### src/verilog/cie_pkg.sv
/*
  Constants shared by the comparator interrupt-enable block: register offsets,
  field positions, reset values, bus encodings and the controller states.
  Assumes a 32-bit AHB-Lite bus whose low address bits select the register.
*/
package cie_pkg;

  // ----------------------------------------
  // geometry
  // ----------------------------------------
  localparam int ADDR_W = 12;
  localparam int DATA_W = 32;
  localparam int NUM_EVT = 4;

  // ----------------------------------------
  // register offsets (byte addresses)
  // ----------------------------------------
  localparam logic [ADDR_W-1:0] OFS_EVT_READY = 12'h100;
  localparam logic [ADDR_W-1:0] OFS_EVT_DOWN = 12'h104;
  localparam logic [ADDR_W-1:0] OFS_EVT_UP = 12'h108;
  localparam logic [ADDR_W-1:0] OFS_EVT_ANY = 12'h10C;
  localparam logic [ADDR_W-1:0] OFS_EN_DIRECT = 12'h300;
  localparam logic [ADDR_W-1:0] OFS_EN_SET = 12'h304;
  localparam logic [ADDR_W-1:0] OFS_EN_CLEAR = 12'h308;
  localparam logic [ADDR_W-1:0] OFS_EVT_STATUS = 12'h310;
  localparam logic [ADDR_W-1:0] OFS_EVT_CLEAR = 12'h314;

  // ----------------------------------------
  // field positions and reset values
  // ----------------------------------------
  localparam int BIT_READY = 0;
  localparam int BIT_DOWN = 1;
  localparam int BIT_UP = 2;
  localparam int BIT_ANY = 3;
  localparam int BIT_EVT_FLAG = 0;
  localparam logic [NUM_EVT-1:0] EN_RESET = 4'h0;
  localparam logic [NUM_EVT-1:0] EVT_RESET = 4'h0;
  localparam logic [DATA_W-1:0] RDATA_RESET = 32'h0000_0000;

  // ----------------------------------------
  // bus encodings
  // ----------------------------------------
  localparam int HTRANS_ACTIVE_BIT = 1;
  localparam logic HRESP_OKAY = 1'b0;

  // ----------------------------------------
  // bus controller states
  // ----------------------------------------
  typedef enum logic [1:0]
  {
    ST_IDLE = 2'b00,
    ST_WRITE = 2'b01,
    ST_RWAIT = 2'b10,
    ST_RDATA = 2'b11
  } cie_state_t;

endpackage

### src/verilog/cie_evt_if.sv
/*
  Carrier between the bus front end and the event flag bank.
  Assumes both ends sit in the same clock domain.
*/
interface cie_evt_if #(parameter int N = 4);
  logic [N-1:0] hw_set;
  logic [N-1:0] sw_wr;
  logic [N-1:0] sw_val;
  logic [N-1:0] flag;

  modport bank
  (
    input hw_set,
    input sw_wr,
    input sw_val,
    output flag
  );

  modport ctrl
  (
    output hw_set,
    output sw_wr,
    output sw_val,
    input flag
  );
endinterface

### src/verilog/cie_top.sv
/*
  Comparator interrupt-enable block with its event flags, behind an
  AHB-Lite slave. Three views of one enable set, one level interrupt.
  Assumes a single AHB-Lite master, word transfers, and event pulses
  from the comparator core that are synchronous to hclk.
*/
module cie_top
  import cie_pkg::*;
(
  // clock, reset, enable
  input logic hclk,
  input logic hresetn,
  input logic ce,
  // ahb-lite slave
  input logic hsel,
  input logic [31:0] haddr,
  input logic [1:0] htrans,
  input logic hwrite,
  input logic [2:0] hsize,
  input logic [31:0] hwdata,
  input logic hready,
  output logic [31:0] hrdata,
  output logic hreadyout,
  output logic hresp,
  // comparator events, one-cycle pulses
  input logic evt_ready_in,
  input logic evt_down_in,
  input logic evt_up_in,
  input logic any_transit_event_in,
  // interrupt request
  output logic irq
);

  // ----------------------------------------
  // declarations
  // ----------------------------------------
  cie_state_t st_q;
  cie_state_t st_d;
  logic [ADDR_W-1:0] addr_q;
  logic [ADDR_W-1:0] addr_d;
  logic [DATA_W-1:0] hrdata_q;
  logic [DATA_W-1:0] hrdata_d;
  logic hreadyout_q;
  logic hreadyout_d;
  logic [NUM_EVT-1:0] en_q;
  logic [NUM_EVT-1:0] en_d;
  logic irq_q;
  logic irq_d;
  logic [NUM_EVT-1:0] wdata_bits;
  logic accept;
  logic [NUM_EVT-1:0] evt_wr;
  logic [NUM_EVT-1:0] evt_val;
  logic [NUM_EVT-1:0] evt_flags;

  cie_evt_if #(.N(NUM_EVT)) evt_bus ();

  // ----------------------------------------
  // event flag bank
  // ----------------------------------------
  assign evt_bus.hw_set[BIT_READY] = evt_ready_in;
  assign evt_bus.hw_set[BIT_DOWN] = evt_down_in;
  assign evt_bus.hw_set[BIT_UP] = evt_up_in;
  assign evt_bus.hw_set[BIT_ANY] = any_transit_event_in;
  assign evt_bus.sw_wr = evt_wr;
  assign evt_bus.sw_val = evt_val;
  assign evt_flags = evt_bus.flag;

  cie_event_flags #(.N(NUM_EVT)) u_flags
  (
    .clk(hclk),
    .rst_n(hresetn),
    .ce(ce),
    .evt(evt_bus)
  );

  // ----------------------------------------
  // read mux
  // ----------------------------------------
  // the set and clear views return the live enables, not what was written
  function automatic logic [DATA_W-1:0] read_word
  (
    input logic [ADDR_W-1:0] a,
    input logic [NUM_EVT-1:0] en,
    input logic [NUM_EVT-1:0] fl
  );
    logic [DATA_W-1:0] r;
    r = '0;
    unique case (a)
      OFS_EN_DIRECT: r[NUM_EVT-1:0] = en;
      OFS_EN_SET: r[NUM_EVT-1:0] = en;
      OFS_EN_CLEAR: r[NUM_EVT-1:0] = en;
      OFS_EVT_READY: r[BIT_EVT_FLAG] = fl[BIT_READY];
      OFS_EVT_DOWN: r[BIT_EVT_FLAG] = fl[BIT_DOWN];
      OFS_EVT_UP: r[BIT_EVT_FLAG] = fl[BIT_UP];
      OFS_EVT_ANY: r[BIT_EVT_FLAG] = fl[BIT_ANY];
      OFS_EVT_STATUS: r[NUM_EVT-1:0] = fl;
      default: r = '0;
    endcase
    return r;
  endfunction

  // ----------------------------------------
  // bus and enable next state
  // ----------------------------------------
  assign wdata_bits = hwdata[NUM_EVT-1:0];
  assign accept = hsel & hready & htrans[HTRANS_ACTIVE_BIT];

  always_comb
  begin
    st_d = st_q;
    addr_d = addr_q;
    hrdata_d = hrdata_q;
    hreadyout_d = hreadyout_q;
    en_d = en_q;
    evt_wr = '0;
    evt_val = '0;

    // data phase of an earlier transfer
    unique case (st_q)
      ST_IDLE:
      begin
        st_d = ST_IDLE;
      end
      ST_WRITE:
      begin
        st_d = ST_IDLE;
        // one shared enable set behind all three views
        unique case (addr_q)
          OFS_EN_DIRECT: en_d = wdata_bits;
          OFS_EN_SET: en_d = en_q | wdata_bits;
          OFS_EN_CLEAR: en_d = en_q & ~wdata_bits;
          OFS_EVT_READY:
          begin
            evt_wr[BIT_READY] = 1'b1;
            evt_val[BIT_READY] = hwdata[BIT_EVT_FLAG];
          end
          OFS_EVT_DOWN:
          begin
            evt_wr[BIT_DOWN] = 1'b1;
            evt_val[BIT_DOWN] = hwdata[BIT_EVT_FLAG];
          end
          OFS_EVT_UP:
          begin
            evt_wr[BIT_UP] = 1'b1;
            evt_val[BIT_UP] = hwdata[BIT_EVT_FLAG];
          end
          OFS_EVT_ANY:
          begin
            evt_wr[BIT_ANY] = 1'b1;
            evt_val[BIT_ANY] = hwdata[BIT_EVT_FLAG];
          end
          OFS_EVT_CLEAR:
          begin
            evt_wr = wdata_bits;
          end
          default:
          begin
            // unmapped or read-only: write is dropped, still OKAY
            en_d = en_q;
          end
        endcase
      end
      ST_RWAIT:
      begin
        // one wait state so a write just retired is visible to the read
        hrdata_d = read_word(addr_q, en_q, evt_flags);
        hreadyout_d = 1'b1;
        st_d = ST_RDATA;
      end
      ST_RDATA:
      begin
        st_d = ST_IDLE;
      end
    endcase

    // new address phase; never taken while this slave stalls
    if (accept && st_q != ST_RWAIT)
    begin
      addr_d = haddr[ADDR_W-1:0];
      if (hwrite)
      begin
        st_d = ST_WRITE;
      end
      else
      begin
        st_d = ST_RWAIT;
        hreadyout_d = 1'b0;
      end
    end
  end

  // ----------------------------------------
  // interrupt next state
  // ----------------------------------------
  // registered, so irq trails the flag or enable change by one cycle
  always_comb
  begin
    irq_d = |(evt_flags & en_q);
  end

  // ----------------------------------------
  // registers
  // ----------------------------------------
  always_ff @(posedge hclk or negedge hresetn)
  begin
    if (!hresetn)
    begin
      st_q <= ST_IDLE;
      addr_q <= '0;
      hrdata_q <= RDATA_RESET;
      hreadyout_q <= 1'b1;
      en_q <= EN_RESET;
      irq_q <= 1'b0;
    end
    else if (ce)
    begin
      st_q <= st_d;
      addr_q <= addr_d;
      hrdata_q <= hrdata_d;
      hreadyout_q <= hreadyout_d;
      en_q <= en_d;
      irq_q <= irq_d;
    end
  end

  // ----------------------------------------
  // outputs
  // ----------------------------------------
  // hsize is not checked: every access is handled as a whole word
  assign hrdata = hrdata_q;
  assign hreadyout = hreadyout_q;
  assign hresp = HRESP_OKAY;
  assign irq = irq_q;

endmodule

### src/verilog/cie_event_flags.sv
/*
  Bank of sticky event flags, one per comparator event.
  Assumes event pulses and software writes are synchronous to clk.
*/
module cie_event_flags
  import cie_pkg::*;
#(
  parameter int N = NUM_EVT
)
(
  // clock and reset
  input logic clk,
  input logic rst_n,
  input logic ce,
  // flag traffic
  cie_evt_if.bank evt
);

  logic [N-1:0] flag_q;
  logic [N-1:0] flag_d;

  // ----------------------------------------
  // next state
  // ----------------------------------------
  // hardware set beats a software clear in the same cycle
  always_comb
  begin
    for (int i = 0; i < N; i++)
    begin
      flag_d[i] = evt.hw_set[i] | (evt.sw_wr[i] ? evt.sw_val[i] : flag_q[i]);
    end
  end

  // ----------------------------------------
  // registers
  // ----------------------------------------
  always_ff @(posedge clk or negedge rst_n)
  begin
    if (!rst_n)
    begin
      flag_q <= N'(EVT_RESET);
    end
    else if (ce)
    begin
      flag_q <= flag_d;
    end
  end

  assign evt.flag = flag_q;

endmodule

### config.mk
export PLATFORM = sky130hd
export DESIGN_NAME = cie_top
export DESIGN_NICKNAME = d
export VERILOG_FILES = /design/src/verilog/cie_pkg.sv /design/src/verilog/cie_evt_if.sv /design/src/verilog/cie_top.sv /design/src/verilog/cie_event_flags.sv
export SDC_FILE = /design/constraint.sdc
export NUM_CORES = 1
export LEC_CHECK = 0
export BUFFER_PORTS_ARGS = -buffer_cell sky130_fd_sc_hd__clkbuf_2
export CAP_MARGIN = 20
export CORE_ASPECT_RATIO = 2
export CORE_MARGIN = 1
export CORE_UTILIZATION = 28
export DETAILED_ROUTE_END_ITERATION = 10
export GPL_TIMING_DRIVEN = 0
export HOLD_SLACK_MARGIN = 0.06
export MAX_ROUTING_LAYER = met4
export REMOVE_ABC_BUFFERS = 1
export SETUP_SLACK_MARGIN = 0.02
export SYNTH_ARGS = -nofsm -noshare
export SYNTH_HDL_FRONTEND = slang
export SYNTH_SLANG_ARGS = --single-unit
### constraint.sdc
create_clock -name hclk -period 4.7 [get_ports hclk]
set_clock_uncertainty 0.15 [all_clocks]
set_input_delay 0.235 -clock hclk [delete_from_list [all_inputs] [get_ports hclk]]
set_output_delay 0.235 -clock hclk [all_outputs]
set_load 0.05 [all_outputs]
==> results.sh <==
export IMPL_status="finished, violations left"
export IMPL_violations="DRC"
export IMPL_cts_sinks=28
export IMPL_routed_via_count=1368
export IMPL_viasPerCell=5.14
export IMPL_fillers=588
export IMPL_dp_hpwl_um=3010
export IMPL_ys_ff_latch=28
export IMPL_startpoint_type="flip-flop"
export IMPL_grt_pass1_wl_um=6380
export IMPL_wire_per_inst_um=14.1
export IMPL_pwr_share_clk_pct=26.9
export IMPL_cp_required_ns=4.74
export IMPL_clk_root_buffer_cell="clkbuf_16"
export IMPL_synth_top_area_share_pct=39.9
export IMPL_ios=114
export IMPL_place_area_mm2=0.00179
export IMPL_place_ws_ns=2.33
export IMPL_max_cap_viol_count=0
export IMPL_use_met1_pct=12.9
export IMPL_crit_fanout=8
export IMPL_core_rowCount=39
export IMPL_clk_path_buf_depth=2
export IMPL_yosys_top_cells_area="dfrtp_1, buf_4, mux2_2"
export IMPL_post_route_util_pct=34.8
export IMPL_seq_power_share_pct=40.2
export IMPL_gp_congestion=0.797
export IMPL_use_met2_pct=23.5
export IMPL_synth_compound_area_share_pct=15.2
export IMPL_start_util_pct=29.4
export IMPL_cts_tree="yes"
export IMPL_worst_slew_pin_slew_ns=0.912
export IMPL_grt_pass1_vias=1346
export IMPL_ant_nets=0
export IMPL_p_comb_share_pct=32.8
export IMPL_power_switching_mw=0.349
export IMPL_max_freq_mhz=404
export IMPL_totalWireLength_um=3760
export IMPL_async_flop_share_pct=100
export IMPL_ys_flop_type="dfrtp_1"
export IMPL_synth_xor_area_share_pct=0.517
export IMPL_hold_ws_ns=0.0644
export IMPL_setup_viol_count_final=0
export IMPL_use_met3_pct=1.51
export IMPL_grt_start_max_net_pins=29
export IMPL_hold_class="in -> reg"
export IMPL_path_class="reg -> reg"
export IMPL_die_y_um=112
export IMPL_intPower_mw=0.590
export IMPL_grt_busiest_layer="met2"
export IMPL_drt_pass1_iterations=7
export IMPL_synth_top_area_cell="dfrtp_1"
export IMPL_synth_top_family_by_area="simple AND/OR/NAND/NOR gates"
export IMPL_layout_common_cells="clkbuf_2, conb_1, dfrtp_1"
export IMPL_cts_resized_gates=0
export IMPL_fin_area_mm2=0.00200
export IMPL_powerDensity_mw_per_mm2=468
export IMPL_syn_avg_cell_area_um2=10.3
export IMPL_insertion_delay_ns=0.26
export IMPL_setup_tns_ns=0
export IMPL_switching_share_pct=37.1
export IMPL_path_clk_slew_ns=0.07
export IMPL_numPlacedInstances=251
export IMPL_synth_seq_area_share_pct=41.5
export IMPL_worstPathArrival_ns=2.51
export IMPL_layout_nets=285
export IMPL_final_common_cell="clkbuf_2"
export IMPL_grt_util_all_layers_pct=13.2
export IMPL_ir_drop_uv=274
export IMPL_synthAdderAreaFrac_pct=0
export IMPL_synth_simple_area_share_pct=18.2
export IMPL_drv_slew=0
export IMPL_die_area_mm2=0.00638
export IMPL_slew_headroom_pct=38.3
export IMPL_synthCells=165
export IMPL_drc=12
export IMPL_numCtsBuffers=3
export IMPL_ctsHtreeMaxLevel=1
export IMPL_hold_viol_final=0
export IMPL_coreArea_mm2=0.00576
export IMPL_layout_min_cycle_time_ns=2.47
export IMPL_synth_distinct_cells=45
export IMPL_synth_mux_area_share_pct=8.65
export IMPL_grt_overflow_total=0
export IMPL_die_w_um=57.0
export IMPL_final_cells=266
export IMPL_drive_gt1_share_pct=28.8
export IMPL_antenna_found_initial=0
export IMPL_drt_iter0_drc=40
export IMPL_finalWorstSetupSlack_ns=2.23
export IMPL_end_kind="flip-flop"
export IMPL_antenna_cells=0
export IMPL_ctsHoldBuffers=11
export IMPL_rsz0062_at_grt="false"
export IMPL_yosysWarnings=0
export IMPL_post_cts_buffers=0
export IMPL_syn_area_mm2=0.00169
export IMPL_leakage_nw=0.889
export IMPL_synth_edf_count=0
export IMPL_area_delta_synth_final_pct=18.4
export IMPL_finalCritPeriodShare_pct=52.6
export IMPL_io_buffer_count=32
export IMPL_p_total_mw=0.939
==> worst paths after layout <==
kind	slack [ns]	endpoint	depth (start not counted)	startpoint
min in group asynchronous	0.39	st_q[0]	2	hresetn
hold reg to reg	0.33	hrdata[3]	2	hrdata[3]
setup reg to reg	2.23	u_flags.evt.flag[1]	4	addr_q[5]
hold / removal	0.06	addr_q[2]	2	haddr[2]
setup / recovery	2.23	u_flags.evt.flag[1]	4	addr_q[5]
max in group asynchronous	3.55	addr_q[2]	2	hresetn
==> synthesized netlist by cell type (2+ instances only) <==
cell	n
nor4b_1	2
mux2_2	13
o21ai_0	2
nand3b_1	2
o211ai_1	4
a32o_1	3
nor4_1	3
nand3_1	15
a21oi_1	6
buf_4	29
o2bb2ai_1	2
or2_2	2
dfrtp_1	27
inv_1	4
a22o_1	4
nand2_1	5
nor2_1	5
and2_1	3
clkbuf_1	5
a21o_1	3
a22oi_1	2
==> layout make-up <==
cell class / count / area, um^2 / area share, %
repair buffers: 44 / 278 / 13.9
flip-flops and latches: 28 / 702 / 35.0
clock buffers: 3 / 75.1 / 3.75
well taps: 61 / 76.3 / 3.81
inverters: 4 / 15.0 / 0.749
clock inverters: 1 / 30.0 / 1.50
multi-input cells: 125 / 828 / 41.3
==> critical path: stages, from the launching register on <==
cell and delay [ns]:
dfrtp_1 0.37, or4b_1 0.69, nor4_1 0.84, a21oi_1 0.16
o2bb2ai_1 0.17
==> registers in the layout (all words and copies together) (netlist names) <==
| register | flops |
|---|---|
| addr_q | 12 |
| hreadyout | 1 |
| st_q | 2 |
| irq | 1 |
| en_q | 4 |
| hrdata | 4 |
| u_flags.evt.flag | 4 |
==> power by group through the flow <==
stage | clock network [mW] | registers [mW] | logic [mW]
2_1_floorplan | 0 | 0.398 | 0.207
3_3_place_gp | 0 | 0.379 | 0.298
3_5_place_dp | 0 | 0.383 | 0.301
4_1_cts | 0.259 | 0.378 | 0.310
5_1_grt | 0.265 | 0.392 | 0.336
6_report | 0.253 | 0.377 | 0.308
==> kinds of logic (layout without fill, tap and decap cells) <==
group,Yosys count,after routing
flip-flops,28,28
multiplexers,13,13
buffers and inverters,40,52
XOR/XNOR,1,1
AND/OR/NAND/NOR,49,49
other,1,29
AO/OA/AOI/OAI,33,33
==> routing by layer <==
layer / up-vias / wire length (um) / part of all wire, %
met5: - / 0 / 0
met1: 653 / 1300 / 35
met2: 71 / 2060 / 55
met4: 0 / 206 / 5.5
met3: 15 / 189 / 5.0
li1: 629 / - / -
Note: power is estimated with default switching activity, not from simulation.
